--- config.mk ---
export PLATFORM = sky130hd
export DESIGN_NAME = device_config_and_id_regs
export DESIGN_NICKNAME = d
export VERILOG_FILES = /design/src/rtl/device_config_and_id_regs.v /design/src/rtl/config_word_store.v /design/src/rtl/one_way_lock.v
export VERILOG_INCLUDE_DIRS = /design/src /design/src/rtl
export SDC_FILE = /design/constraint.sdc
export NUM_CORES = 1
export LEC_CHECK = 0
export ABC_AREA = 0
export BUFFER_PORTS_ARGS = -buffer_cell sky130_fd_sc_hd__buf_2
export CAP_MARGIN = 30
export CORE_MARGIN = 4
export CORE_UTILIZATION = 40
export CTS_CLUSTER_SIZE = 24
export DETAILED_ROUTE_END_ITERATION = 7
export PLACE_DENSITY = 0.65
export SLEW_MARGIN = 20
export SYNTH_ARGS = -nofsm -noshare
export SYNTH_HDL_FRONTEND = slang
export SYNTH_SLANG_ARGS = --single-unit
--- constraint.sdc ---
create_clock -name clk_sys -period 2.99 [get_ports clk_sys]
set_input_delay 0.4485 -clock clk_sys [delete_from_list [all_inputs] [get_ports clk_sys]]
set_output_delay 0.4485 -clock clk_sys [all_outputs]
set_load 0.02 [all_outputs]
--- src/rtl/device_config_id_map.vh ---
// register offsets, field positions and reset values of the configuration and id bank
`ifndef DEVICE_CONFIG_ID_MAP_VH
`define DEVICE_CONFIG_ID_MAP_VH
`define OFS_CONFIG_WORD_THREE 4'h0
`define OFS_REVISION_PART_ID 4'h4
`define OFS_UNIQUE_SERIAL_0 4'h8
`define OFS_UNIQUE_SERIAL_1 4'hC
`define OFS_LOCK_STATUS 5'h10
`define OFS_LOCK_CONTROL 5'h14
`define ADDR_INDEX_MSB 4
`define ADDR_INDEX_LSB 2
`define BIT_USB_ID_PIN_OWNER 30
`define BIT_PIN_REMAP_LOCK 29
`define BIT_MODULE_DISABLE_LOCK 28
`define BIT_PERM_GROUP_LOCK 27
`define BIT_ETHERNET_PIN_SET 25
`define BIT_MEDIA_INTERFACE 24
`define USER_VALUE_MSB 15
`define USER_VALUE_LSB 0
`define REVISION_MSB 31
`define REVISION_LSB 28
`define PART_ID_MSB 27
`define PART_ID_LSB 0
`define RESERVED_ONES_MASK 32'h7B00_FFFF
`define RESERVED_ONES_BITS 32'h84FF_0000
`define WORD_ZERO 32'h0000_0000
`define CTRL_BIT_PIN_REMAP 0
`define CTRL_BIT_MODULE_DISABLE 1
`define CTRL_BIT_PERM_GROUP 2
`define CTRL_BIT_USB_DISABLE 3
`define UNMAPPED_READ_VALUE 32'h0000_0000
`define PAGE_MSB 7
`define PAGE_LSB 4
`define STORE_PAGE 4'h0
`define MAPPED_MSB 7
`define MAPPED_LSB 5
`define MAPPED_PAGE 3'b000
`define ALIGN_MSB 1
`define ALIGN_LSB 0
`define ALIGN_WORD 2'b00
`define OFS_HIGH_ZERO 3'b000
`define STORE_INDEX_MSB 3
`define SEL_LOCK_BYTE 0
`define NO_GROUPS 3'b000
`define LOCK_STATUS_PAD 29'h0000_0000
`define USER_VALUE_ZERO 16'h0000
`define ETHERNET_DEFAULT_SET 1'b1
`endif

--- src/rtl/device_config_and_id_regs.v ---
// configuration and identification register bank with wishbone slave
// Functional notes
// - usb id pin owned by usb controller when owner bit is one, else port logic
// - usb module disable forces usb id pin back to port control
// - pin remap lock one allows a single remap change, zero unlimited
// - module disable lock one allows a single change, zero unlimited
// - permission group lock one allows a single change, zero unlimited
// - ethernet pin set bit one selects default pins, zero alternate pins
// - parts without alternate ethernet pins ignore the pin set bit
// - media interface bit one selects mii, zero selects rmii
// - 16-bit user value readable by serial programming port and jtag
// - id word read-only: revision in 31..28, part identifier in 27..0
// - two read-only 32-bit unique serial number words, index 0 and 1
//
// Decided for this implementation: the Wishbone register port and the register offsets.
`timescale 1ns/10ps
`include "device_config_id_map.vh"
module device_config_and_id_regs #(
   parameter HAS_ALT_ETHERNET_PINS = 1,
   // arbitrary neutral identification values
   parameter [3:0] SILICON_REVISION = 4'h1,
   parameter [27:0] PART_IDENTIFIER = 28'h000_0001
) (
   // clock and reset
   input wire clk_sys,
   input wire rst,
   // wishbone slave
   input wire wbCyc,
   input wire wbStb,
   input wire wbWe,
   input wire [7:0] wbAdr,
   input wire [3:0] wbSel,
   input wire [31:0] wbDatIn,
   output reg [31:0] wbDatOut,
   output reg wbAck,
   // nonvolatile storage values
   input wire [31:0] nvConfigWordThree,
   input wire [31:0] nvSerialWord0,
   input wire [31:0] nvSerialWord1,
   // side-band control
   input wire usbModuleDisable,
   input wire usbIdPinIn,
   // pin and mode steering
   output reg usbIdPinOwner,
   output reg ethernetPinSetSelect,
   output reg mediaInterfaceSelect,
   output reg [15:0] userValueField,
   output reg pinRemapLocked,
   output reg moduleDisableLocked,
   output reg permGroupLocked,
   output reg usbIdPinToUsb,
   output reg usbIdPinToPort
);
   localparam ST_CAPTURE = 2'd0;
   localparam ST_RUN = 2'd1;
   localparam ST_ACK = 2'd2;

   reg [1:0] state_reg;
   reg [1:0] state_next;
   reg [2:0] reconfigReq;
   reg [1:0] storeIndex;
   reg addrMapped_reg;
   reg readStore_reg;
   reg [31:0] lockWord_reg;
   wire [31:0] storeData;
   wire [2:0] lockState;
   wire [31:0] configWord;
   wire [31:0] idWord;
   wire [2:0] oneWayMode;
   wire request;
   // address decode of the request that is being taken
   wire takeRequest;
   wire captureCycle;
   wire hitStoreWindow;
   wire hitAligned;
   wire hitLockStatus;
   wire hitLockControl;
   wire lockControlWrite;
   wire [31:0] lockStatusWord;
   // derived pin and mode steering
   wire usbOwnerBit;
   wire usbToController;
   wire usbToPort;
   wire ethernetSetNext;

   // reserved positions forced to one whatever storage holds
   assign configWord = (nvConfigWordThree & `RESERVED_ONES_MASK) | `RESERVED_ONES_BITS;
   assign idWord = {SILICON_REVISION, PART_IDENTIFIER};
   assign request = wbCyc & wbStb & ~wbAck;

   config_word_store #(
      .WIDTH(32)
   ) store (
      .clk_sys(clk_sys),
      .rst(rst),
      .loadEn(state_reg == ST_CAPTURE),
      .loadWord0(configWord),
      .loadWord1(idWord),
      .loadWord2(nvSerialWord0),
      .loadWord3(nvSerialWord1),
      .readIndex(storeIndex),
      .readData(storeData)
   );

   assign oneWayMode[`CTRL_BIT_PIN_REMAP] = lockWord_reg[`BIT_PIN_REMAP_LOCK];
   assign oneWayMode[`CTRL_BIT_MODULE_DISABLE] = lockWord_reg[`BIT_MODULE_DISABLE_LOCK];
   assign oneWayMode[`CTRL_BIT_PERM_GROUP] = lockWord_reg[`BIT_PERM_GROUP_LOCK];

   one_way_lock #(
      .GROUPS(3)
   ) locks (
      .clk_sys(clk_sys),
      .rst(rst),
      .oneWayMode(oneWayMode),
      .reconfigReq(reconfigReq),
      .lockedOut(lockState)
   );

   // decode of the request presented while the bank is idle
   assign takeRequest = (state_reg == ST_RUN) & request;
   assign captureCycle = (state_reg == ST_CAPTURE);
   assign hitStoreWindow = (wbAdr[`PAGE_MSB:`PAGE_LSB] == `STORE_PAGE);
   assign hitAligned = (wbAdr[`MAPPED_MSB:`MAPPED_LSB] == `MAPPED_PAGE) &&
      (wbAdr[`ALIGN_MSB:`ALIGN_LSB] == `ALIGN_WORD);
   assign hitLockStatus = (wbAdr == {`OFS_HIGH_ZERO, `OFS_LOCK_STATUS});
   assign hitLockControl = (wbAdr == {`OFS_HIGH_ZERO, `OFS_LOCK_CONTROL});
   assign lockControlWrite = takeRequest & wbWe & wbSel[`SEL_LOCK_BYTE] & hitLockControl;
   assign lockStatusWord = {`LOCK_STATUS_PAD, lockState};

   // reconfiguration strobes come from writes to the lock control word;
   // a group that is already locked never sees another strobe
   always @* begin
      reconfigReq = `NO_GROUPS;
      if (lockControlWrite) begin
         reconfigReq = wbDatIn[`CTRL_BIT_PERM_GROUP:`CTRL_BIT_PIN_REMAP] & ~lockState;
      end
   end

   // store read index follows the word address of the request
   always @* begin
      storeIndex = wbAdr[`STORE_INDEX_MSB:`ADDR_INDEX_LSB];
   end

   // capture once, then alternate between taking a request and answering it
   always @* begin
      state_next = state_reg;
      case (state_reg)
         ST_CAPTURE: begin
            state_next = ST_RUN;
         end
         ST_RUN: begin
            if (request) begin
               state_next = ST_ACK;
            end
         end
         ST_ACK: begin
            state_next = ST_RUN;
         end
         default: begin
            state_next = ST_CAPTURE;
         end
      endcase
   end

   always @(posedge clk_sys) begin
      if (rst) begin
         state_reg <= ST_CAPTURE;
      end else begin
         state_reg <= state_next;
      end
   end

   // configuration is taken once, in the first cycle after reset
   always @(posedge clk_sys) begin
      if (rst) begin
         lockWord_reg <= `WORD_ZERO;
      end else if (captureCycle) begin
         lockWord_reg <= configWord;
      end
   end

   // the request is decoded on the edge that takes it, answered one cycle later
   always @(posedge clk_sys) begin
      if (rst) begin
         readStore_reg <= 1'b0;
         addrMapped_reg <= 1'b0;
      end else if (takeRequest) begin
         readStore_reg <= hitStoreWindow;
         addrMapped_reg <= hitAligned;
      end
   end

   // acknowledge is a single-cycle pulse per request
   always @(posedge clk_sys) begin
      if (rst) begin
         wbAck <= 1'b0;
      end else begin
         wbAck <= (state_reg == ST_ACK);
      end
   end

   // writes never alter the stored words; they are answered like reads
   always @(posedge clk_sys) begin
      if (rst) begin
         wbDatOut <= `WORD_ZERO;
      end else if (state_reg == ST_ACK) begin
         if (readStore_reg && addrMapped_reg) begin
            wbDatOut <= storeData;
         end else if (addrMapped_reg && hitLockStatus) begin
            wbDatOut <= lockStatusWord;
         end else begin
            wbDatOut <= `UNMAPPED_READ_VALUE;
         end
      end
   end

   // steering decisions from the captured word
   assign usbOwnerBit = lockWord_reg[`BIT_USB_ID_PIN_OWNER];
   assign usbToController = usbOwnerBit & ~usbModuleDisable;
   assign usbToPort = ~usbOwnerBit | usbModuleDisable;
   // without alternate pins the default set is always used
   assign ethernetSetNext = (HAS_ALT_ETHERNET_PINS != 0) ?
      lockWord_reg[`BIT_ETHERNET_PIN_SET] : `ETHERNET_DEFAULT_SET;

   // usb id pin ownership as programmed
   always @(posedge clk_sys) begin
      if (rst) begin
         usbIdPinOwner <= 1'b0;
      end else begin
         usbIdPinOwner <= usbOwnerBit;
      end
   end

   // media interface: one is mii, zero is rmii
   always @(posedge clk_sys) begin
      if (rst) begin
         mediaInterfaceSelect <= 1'b0;
      end else begin
         mediaInterfaceSelect <= lockWord_reg[`BIT_MEDIA_INTERFACE];
      end
   end

   // ethernet pin set: one is the default set
   always @(posedge clk_sys) begin
      if (rst) begin
         ethernetPinSetSelect <= 1'b0;
      end else begin
         ethernetPinSetSelect <= ethernetSetNext;
      end
   end

   // user value for the programming and test ports
   always @(posedge clk_sys) begin
      if (rst) begin
         userValueField <= `USER_VALUE_ZERO;
      end else begin
         userValueField <= lockWord_reg[`USER_VALUE_MSB:`USER_VALUE_LSB];
      end
   end

   // lock state of the pin remap group
   always @(posedge clk_sys) begin
      if (rst) begin
         pinRemapLocked <= 1'b0;
      end else begin
         pinRemapLocked <= lockState[`CTRL_BIT_PIN_REMAP];
      end
   end

   // lock state of the module disable group
   always @(posedge clk_sys) begin
      if (rst) begin
         moduleDisableLocked <= 1'b0;
      end else begin
         moduleDisableLocked <= lockState[`CTRL_BIT_MODULE_DISABLE];
      end
   end

   // lock state of the permission group
   always @(posedge clk_sys) begin
      if (rst) begin
         permGroupLocked <= 1'b0;
      end else begin
         permGroupLocked <= lockState[`CTRL_BIT_PERM_GROUP];
      end
   end

   // usb id pin level toward the usb controller
   always @(posedge clk_sys) begin
      if (rst) begin
         usbIdPinToUsb <= 1'b0;
      end else begin
         usbIdPinToUsb <= usbIdPinIn & usbToController;
      end
   end

   // usb id pin level toward the port logic
   always @(posedge clk_sys) begin
      if (rst) begin
         usbIdPinToPort <= 1'b0;
      end else begin
         usbIdPinToPort <= usbIdPinIn & usbToPort;
      end
   end
endmodule

--- src/rtl/config_word_store.v ---
// four-word read-only store loaded from nonvolatile values, registered read port
`timescale 1ns/10ps
module config_word_store #(
   parameter WIDTH = 32
) (
   // clock and reset
   input wire clk_sys,
   input wire rst,
   // load side
   input wire loadEn,
   input wire [WIDTH-1:0] loadWord0,
   input wire [WIDTH-1:0] loadWord1,
   input wire [WIDTH-1:0] loadWord2,
   input wire [WIDTH-1:0] loadWord3,
   // read side
   input wire [1:0] readIndex,
   output reg [WIDTH-1:0] readData
);
   reg [WIDTH-1:0] mem0_reg;
   reg [WIDTH-1:0] mem1_reg;
   reg [WIDTH-1:0] mem2_reg;
   reg [WIDTH-1:0] mem3_reg;

   always @(posedge clk_sys) begin
      if (rst) begin
         mem0_reg <= {WIDTH{1'b0}};
         mem1_reg <= {WIDTH{1'b0}};
         mem2_reg <= {WIDTH{1'b0}};
         mem3_reg <= {WIDTH{1'b0}};
         readData <= {WIDTH{1'b0}};
      end else begin
         if (loadEn) begin
            mem0_reg <= loadWord0;
            mem1_reg <= loadWord1;
            mem2_reg <= loadWord2;
            mem3_reg <= loadWord3;
         end
         case (readIndex)
            2'd0: readData <= mem0_reg;
            2'd1: readData <= mem1_reg;
            2'd2: readData <= mem2_reg;
            default: readData <= mem3_reg;
         endcase
      end
   end
endmodule

--- src/rtl/one_way_lock.v ---
// per-group reconfiguration lock: one-way groups refuse after their first change
`timescale 1ns/10ps
module one_way_lock #(
   parameter GROUPS = 3
) (
   // clock and reset
   input wire clk_sys,
   input wire rst,
   // policy and requests
   input wire [GROUPS-1:0] oneWayMode,
   input wire [GROUPS-1:0] reconfigReq,
   // state
   output reg [GROUPS-1:0] lockedOut
);
   genvar g;
   generate
      for (g = 0; g < GROUPS; g = g + 1) begin : grp
         always @(posedge clk_sys) begin
            if (rst) begin
               lockedOut[g] <= 1'b0;
            end else if (reconfigReq[g] && oneWayMode[g]) begin
               lockedOut[g] <= 1'b1;
            end
         end
      end
   endgenerate
endmodule

After elaboration in Yosys (flattened, before gate mapping). Cells that the tools add are included.

Multiplexer cells: 6. Bitwise logic cells: 15. Reductions and logical operators: 12. Equality and inequality tests: 7.

Operator list (count): $pmux W32 S3 (1); $mux W32 (1); $eq A8 B5 Y1 const B (2); $and A1 B1 Y1 (9); $logic_and A1 B1 Y1 (6); $logic_not A2 Y1 (3); $mux W3 (2); $eq A2 B1 Y1 const B (2); $eq A2 B2 Y1 const B (2); $logic_not A4 Y1 (1); $pmux W2 S2 (1); $and A3 B3 Y3 (1); $logic_not A3 Y1 (1); $not A1 Y1 (3); $not A3 Y3 (1); $mux W2 (1); $ne A2 B2 Y1 const B (1); $reduce_or A2 Y1 (1); $or A1 B1 Y1 (1).

Register bits after elaboration: 193. Logic and storage cells: 62. Input port bits: 147.

Logic depth before layout (Yosys ltp). Gate-level depths: netlist of the first run.

Word-level depth: 8. Depth in mapped cells: 7. Mapped depth without buffers: 3.

Modules after synthesis. From an unflattened synthesis of the first run, not the netlist that was laid out.

Cell total of the unflattened synthesis: 857. Area total of the unflattened synthesis: 9123.8 um^2.

By module, submodules not included: config_word_store (times used 1, area each 6283.5 um^2, cells an instance 556); device_config_and_id_regs (times used 1, area each 2753.9 um^2, cells an instance 292); one_way_lock (times used 1, area each 86.3 um^2, cells an instance 9).

Worst setup path after synthesis of the first run. OpenSTA, ideal clock, no wires.

Path type: in2reg. Start: input port wbAdr[2]. End: register store.readData[1]. Arrival: 1.352 ns. Slack: 1.511 ns. Buffers on the path: 2. Required time: 2.862 ns. Cell stages on the path: 5. Path through: buf_2 > buf_2 > mux2_2 > a22oi_1 > nor2_1.

Cells in the longest elaborated chain, start to end: 2. Elaborated cells between the ends (all ways): 4. Those cells by class: 2 x eq/ne; 1 x mux; 1 x reduce/logical.

RTL lines: start, declared (RTL line device_config_and_id_regs.v:31) `input wire [7:0] wbAdr,`; $eq A2 B2 Y1, or another cell as far along (RTL line config_word_store.v:38) `case (readIndex)`; $pmux W32 S3 * (RTL line config_word_store.v:38); end signal, assigned (RTL line config_word_store.v:39) `2'd0: readData <= mem0_reg;`; end signal, assigned (RTL line config_word_store.v:40) `2'd1: readData <= mem1_reg;`; end signal, assigned (RTL line config_word_store.v:41) `2'd2: readData <= mem2_reg;`; end, declared (RTL line config_word_store.v:17) `output reg [WIDTH-1:0] readData`.

Mark *: on every way between the ends. The rest lies on a longest branch, timed or not. A chain may end at the register's enable or synchronous reset.

Worst setup path in the final report of the first run.
Start: register state_reg[0]. End: register store.mem3_reg[27].

Cells in the longest elaborated chain, start to end: 1.

RTL lines: start, declared (RTL line device_config_and_id_regs.v:58) `reg [1:0] state_reg;`; start signal, assigned (RTL line device_config_and_id_regs.v:169) `state_reg <= state_next;`; $logic_not A2 Y1 (RTL line device_config_and_id_regs.v:96) `.loadEn(state_reg == ST_CAPTURE),`; end signal, assigned (RTL line config_word_store.v:29) `mem3_reg <= {WIDTH{1'b0}};`; end signal, assigned (RTL line config_word_store.v:36) `mem3_reg <= loadWord3;`; end, declared (RTL line config_word_store.v:22) `reg [WIDTH-1:0] mem3_reg;`.

Every way passes these cells.

==> run metrics, run 1 <==
CTS tree yes; layout overhead on the synthesized area 23.6%; worst-margin pin slew 0.761 ns; final hold vios 0; largest net degree at the start of global routing 94; unrepaired setup endpoints after global routing false; crit path time final 1.70 ns; critical path class register to register; outcome finished, final reports clean; VDD IR max 0.000399 V; DRC Markers 0; Fmax 0.587 GHz; die area 18,500 µm²; Final Max Tran Viols 0; Crit Reg-Reg Startpoint state_reg[0]; CP Data Arrival Time 2.04 ns; setup TNS 0 ns; Pwr Density 666 nW/µm²; CP endpoint kind register; CTS Sinks 183; Util after Layout 0.507; post-synth top area share 0.558; # IOs 204; Routed wire per std cell 14.9 µm; Starting Density 0.410; vias in the first global route 4,914; Post-CTS Setup Bufs 0; overall global routing resource usage 0.176; reg2reg end store.mem3_reg[27]; Diodes inserted 0; synthesized net count 872; WHS Path Cells 3; drt total wl 16,200 µm; TritonRoute pass-1 iters 4; Register-to-Register Path Depth 4; critical path peak fanout 23; Final GP Congestion 0.814; Clock Pin Slew Worst Setup and Hold Paths 0.07 ns; share of cells above drive strength 1 0.274; initial antenna violation count 0; cts bufs inserted 17; sequential area share after synthesis 0.558; Netlist cell types 31; Die Y 136 µm; synth top area cells dfxtp_1, nand2_1, a21oi_1, a22oi_1, mux2_2; port buffer count 161; Hold Crit Class input pin to register; Final Cycle Share 0.570; Pwr Total 5.40 mW; Mean Syn Cell Area 9.05 µm²; total global routing overflow 0; Root Buffer clkbuf_16; Slew Limit Headroom 0.489; Leakage Power 3.52 nW; synthesized flop and latch total 183; # fillers 1,556; Final Setup Violations 0; Post-Place Cell Area 7480 µm²; first-pass GRT wire length 25,300 µm; Max Cap Viol 0; Detailed Place HPWL 11,100 µm; Die W 136 µm; crit path launch type register; placed cell count 1,054; Slowest-stage cell, CP dfxtp_1; final cell count without fillers 1,086; nets@finish 1,004; fin area 8110 µm²; clk buf depth 2; DR iter-0 viols 288; CTS resizes 0; via count 5,226; critical path, cell by cell or2_2 > buf_4 > nand2_1 > a21oi_1; Final ANT Viol Nets 0; H-tree depth 4; floorplan core area 16,000 µm²; CP max stage delay 0.57 ns; Syn Inst Count 725; dominant cell type by area after synthesis dfxtp_1; Worst R2R Setup Slack 1.29 ns; Synth Cell Area 6560 µm²; Hold Buf Count CTS 0; Via density 4.81; Worst Hold Launch nvSerialWord0[15]; CP Data Required Time 3.32 ns; clk_skew 0.00603 ns; FP Rows 46; WHS Endpoint store.mem2_reg[15]; Yosys Warn Count 0; worst-skew pair later-pin latency 0.42 ns
## logic make-up (layout without fill, tap and decap cells)
| logic type | Yosys count | after routing | share of synthesized area |
|---|---|---|---|
| compound gates | 156 | 156 | 0.139 |
| buf+inv | 58 | 203 | 0.0444 |
| simple gates | 293 | 293 | 0.195 |
| flops | 183 | 183 | 0.558 |
| mux | 35 | 35 | 0.0629 |
## stage by stage
stage / worst slack, ns / hold slack, ns
floorplan: 1.51 / 0.433
global placement: 0.958 / 0.439
detailed placement: 0.948 / 0.443
CTS: 1.25 / 0.237
global route: 1.15 / 0.249
finish: 1.29 / 0.263
## synthesized netlist by cell type
cell / number
nor2_1: 55
mux2i_1: 3
clkbuf_1: 25
mux4_2: 2
nor2_2: 1
nand2b_4: 1
buf_2: 20
o21ai_0: 2
nand2b_1: 1
o21bai_1: 3
or2_1: 1
or4_4: 1
o21a_1: 1
buf_4: 9
nand2_1: 183
nor3b_1: 2
a21oi_1: 101
and3b_1: 5
nor3_1: 2
mux2_2: 30
and3_1: 3
buf_1: 2
dfxtp_1: 183
nand3b_1: 1
buf_6: 2
nand4_1: 7
nor2b_1: 26
and4b_1: 1
a22oi_1: 49
nand4b_1: 2
nor4b_2: 1
## power by group
group | leakage (nW) | total, mW | internal [mW] | switching (mW)
sequential | 1.50 | 2.60 | 2.55 | 0.0553
clock | 0.309 | 2.36 | 1.45 | 0.909
combinational | 1.71 | 0.438 | 0.183 | 0.256
total | 3.52 | 5.40 | 4.18 | 1.22
## cell usage in the layout, fill, tap and decap left out
| cell | instances |
|---|---|
| nor2_4 | 1 |
| nand2_1 | 183 |
| nor3b_1 | 2 |
| buf_12 | 3 |
| clkbuf_8 | 2 |
| mux2_2 | 30 |
| inv_8 | 1 |
| o21a_1 | 1 |
| bufinv_16 | 4 |
| clkbuf_16 | 17 |
| nand2b_4 | 1 |
| mux4_2 | 2 |
| nand3b_1 | 1 |
| nand2b_1 | 1 |
| clkinv_4 | 2 |
| nor2b_1 | 26 |
| clkinvlp_4 | 1 |
| nor4b_2 | 1 |
| buf_8 | 1 |
| nor3_1 | 2 |
| o21ai_0 | 2 |
| buf_2 | 160 |
| clkinv_2 | 3 |
| nand4b_1 | 2 |
| a21oi_1 | 101 |
| nand4_1 | 7 |
| and3_1 | 3 |
| or2_2 | 1 |
| or4_4 | 1 |
| buf_4 | 6 |
| buf_6 | 1 |
| dfxtp_1 | 183 |
| o21bai_1 | 3 |
| a22oi_1 | 49 |
| clkbuf_1 | 2 |
| nor2_1 | 55 |
| mux2i_1 | 3 |
| and3b_1 | 5 |
| and4b_1 | 1 |
## per-layer routing
| metal | vias up | share of wire | GRT usage |
|---|---|---|---|
| met2 | 129 | 0.43 | 0.254 |
| met4 | 0 | 0.017 | 0.0694 |
| li1 | 2699 | - | - |
| met5 | - | 0 | 0 |
| met3 | 18 | 0.058 | 0.0444 |
| met1 | 2380 | 0.49 | 0.253 |
## final cells by class
| cell class | instances | area (µm²) | area share |
|---|---|---|---|
| multi-input combinational | 484 | 2610 | 0.322 |
| timing repair buffer | 171 | 932 | 0.115 |
| sequential | 183 | 3660 | 0.452 |
| clock inverter | 11 | 171 | 0.0211 |
| tap | 216 | 270 | 0.0333 |
| clock buffer | 21 | 460 | 0.0568 |
## critical path: cells and delay by family (launching register included)
family                 cells  cell delay, ns
AND/OR/NAND/NOR            2            0.53
flip-flops                 1            0.57
AO/OA/AOI/OAI              1            0.16
buffers and inverters      1            0.35
## worst max path at each step
stage,depth (start not counted),start,endpoint,slack (ns)
2_1_floorplan,5,wbAdr[2],store.readData[1],1.51
3_3_place_gp,5,wbAdr[2],store.readData[15],0.96
3_5_place_dp,5,wbAdr[2],store.readData[24],0.95
4_1_cts,4,state_reg[0],store.mem3_reg[27],1.25
5_1_grt,4,state_reg[0],store.mem3_reg[17],1.15
6_report,4,state_reg[0],store.mem3_reg[27],1.29
Note: power is estimated with default switching activity, not from simulation.
==> run 2, diff against run 1 <==
--- a/config.mk
+++ b/config.mk
@@ -6,7 +6,7 @@
 export SDC_FILE = /design/constraint.sdc
 export NUM_CORES = 1
 export LEC_CHECK = 0
-export ABC_AREA = 0
+export ABC_AREA = 1
 export BUFFER_PORTS_ARGS = -buffer_cell sky130_fd_sc_hd__buf_2
 export CAP_MARGIN = 30
 export CORE_MARGIN = 4
==> constraint.sdc (replaced) <==
create_clock -name clk_sys -period 1.6 [get_ports clk_sys]
set_input_delay 0.24 -clock clk_sys [delete_from_list [all_inputs] [get_ports clk_sys]]
set_output_delay 0.24 -clock clk_sys [all_outputs]
set_load 0.02 [all_outputs]
==> run metrics, run 2 <==
outcome finished, final reports clean (unchanged); Max Cap Viol 0 (unchanged); sequential area share after synthesis 0.553 (was 0.558); crit-path leading delay family simple AND/OR/NAND/NOR gates (was flip-flops); EDFF count, synth 0 (unchanged); FP Rows 46 (unchanged); dominant cell type by area after synthesis dfxtp_1 (unchanged); TritonRoute pass-1 iters 4 (unchanged); setup TNS 0 ns (unchanged); Yosys Warn Count 0 (unchanged); Via density 4.72 (was 4.81); Util after Layout 0.507 (about the same); Multi-input gate area 2360 µm² (was 2610 µm²); first-pass GRT wire length 27,200 µm (was 25,300 µm); Mean Syn Cell Area 7.90 µm² (was 9.05 µm²); commonest non-fill, non-tap cell in the layout nor2_1; Final Setup Violations 0 (unchanged); crit path time final 1.43 ns (was 1.70 ns); crit path launch type register (unchanged); Pwr Total 9.81 mW (was 5.40 mW); Synth Flop Type dfxtp_1 (unchanged); Final Cycle Share 0.895 (was 0.570); leading cell types by count after synthesis nor2_1, dfxtp_1, nand2_1 (was dfxtp_1, nand2_1, a21oi_1); critical path peak fanout 16 (was 23); Syn Inst Count 838 (was 725); largest net degree at the start of global routing 77 (was 94); Synth Cell Area 6620 µm² (was 6560 µm²); share of cells above drive strength 1 0.214 (was 0.274); CP dominant cell by count nand2_1; Diodes inserted 0 (unchanged); final hold vios 0 (unchanged); Slew Limit Headroom 0.596 (was 0.489); # fillers 1,586 (was 1,556); die area 18,700 µm² (was 18,500 µm²); post-synth top area share 0.553 (was 0.558); Netlist cell types 24 (was 31); CTS Sinks 183 (unchanged); synthesized flop and latch total 183 (unchanged); asr flop ratio synth 0 (unchanged); CTS tree yes (unchanged); Pwr Density 1200 nW/µm² (was 666 nW/µm²); CP Data Required Time 1.97 ns (was 3.32 ns); Die W 137 µm (was 136 µm); clk buf depth 2 (unchanged); Starting Density 0.412 (was 0.410); layout overhead on the synthesized area 23.1% (was 23.6%); final worst slack 0.168 ns (was 1.29 ns); worst-skew pair later-pin latency 0.43 ns (was 0.42 ns); Final Max Tran Viols 0 (unchanged); Final GP Congestion 0.812 (was 0.814); worst-margin pin slew 0.604 ns (was 0.761 ns); synth top area cells dfxtp_1, nor2_1, nand2_1, o21ai_0, inv_1 (was dfxtp_1, nand2_1, a21oi_1, a22oi_1, mux2_2); CP max stage delay 0.53 ns (was 0.57 ns); worst hold slack 0.0346 ns (was 0.263 ns); Reg area 3660 µm² (unchanged); Clock Pin Slew Worst Setup and Hold Paths 0.06 ns (was 0.07 ns); drt total wl 17,100 µm (was 16,200 µm); CP Data Arrival Time 1.80 ns (was 2.04 ns); nets@finish 1,129 (was 1,004); total global routing overflow 0 (unchanged); Routed wire per std cell 14.1 µm (was 14.9 µm); overall global routing resource usage 0.185 (was 0.176); Leakage Power 3.94 nW (was 3.52 nW); Final ANT Viol Nets 0 (unchanged); critical path, cell by cell nand2_1 > nor2_4 > nand2_1 > nand2_1 > nand2_1 > nand2_1 (was or2_2 > buf_4 > nand2_1 > a21oi_1); via count 5,713 (was 5,226); # IOs 204 (unchanged); VDD IR max 0.000777 V (was 0.000399 V); vias in the first global route 5,444 (was 4,914); clk_skew 0.00942 ns (was 0.00603 ns); Root Buffer clkbuf_16 (unchanged); H-tree depth 4 (unchanged); Slowest-stage cell, CP nor2_4 (was dfxtp_1); CP endpoint kind register (unchanged); Detailed Place HPWL 10,500 µm (was 11,100 µm); port buffer count 161 (unchanged); count leader, synth nor2_1; most frequent cells in the layout nor2_1, dfxtp_1, buf_2 (was nand2_1, dfxtp_1, buf_2); DR iter-0 viols 315 (was 288); Hold Crit Class input pin to register (unchanged); floorplan core area 16,100 µm² (was 16,000 µm²); unrepaired setup endpoints after global routing false (unchanged); synthesized net count 985 (was 872); DRC Markers 0 (unchanged); Die Y 137 µm (was 136 µm); pre-CTS setup slack 0.0568 ns (was 0.948 ns); Crit path buffers/inverters 0 (was 1); initial antenna violation count 1 (was 0); critical path class register to register (unchanged); cts bufs inserted 17 (unchanged); Fmax 0.698 GHz (was 0.587 GHz)
[run 2: metal layers]
| layer | up-vias | part of all wire | GRT usage |
|---|---|---|---|
| met5 | - | 0.00076 | 0 |
| met4 | 2 | 0.013 | 0.0498 |
| met3 | 19 | 0.070 | 0.0533 |
| met2 | 166 | 0.45 | 0.298 |
| met1 | 2589 | 0.46 | 0.243 |
| li1 | 2937 | - | - |
[run 2: timing repair]
item,in CTS,in global routing
hold buffers,1,0
setup endpoints to repair,0,32
endpoints found under the hold margin,1,0
setup buffers,0,0
gates resized for setup,0,1
[run 2: area by class of cell]
class,count,area share
Clock buffer,24,0.0603
Clock inverter,7,0.00860
Inverter,77,0.0364
Multi-Input combinational cell,528,0.289
Sequential cell,183,0.450
Tap cell,216,0.0332
Timing Repair Buffer,175,0.123
[run 2: final timing paths]
check | startpoint | endpoint | slack, ns | cells after the start
setup / recovery | addrMapped_reg | wbDatOut[0] | 0.17 | 6
hold reg to reg | locks.lockedOut[2] | permGroupLocked | 0.43 | 2
setup reg to reg | addrMapped_reg | wbDatOut[0] | 0.17 | 6
hold / removal | nvSerialWord0[24] | store.mem2_reg[24] | 0.03 | 3
[run 2: logic make-up after synthesis]
kind of cell	after synthesis	synth area share
and+or+nand+nor	376	0.227
DFF	183	0.553
AOI/OAI and AO/OA	151	0.127
buffers and inverters	128	0.0926
[run 2: per-stage QoR]
step,std cells,cell area (µm²)
3_5_place_dp,1177,7570
3_3_place_gp,1177,7570
4_1_cts,1209,8140
5_1_grt,1210,8150
6_report,1210,8150
2_1_floorplan,838,6620
[run 2: worst reg2reg max path: stages (launching register included)]
cell and delay [ns]:
dfxtp_1 0.34, nand2_1 0.21, nor2_4 0.54, nand2_1 0.11
nand2_1 0.08, nand2_1 0.04, nand2_1 0.06
[run 2: power breakdown]
group	total [mW]	internal, mW	switching [mW]
logic	0.880	0.334	0.545
registers	4.93	4.82	0.106
clock network	4.00	2.30	1.70
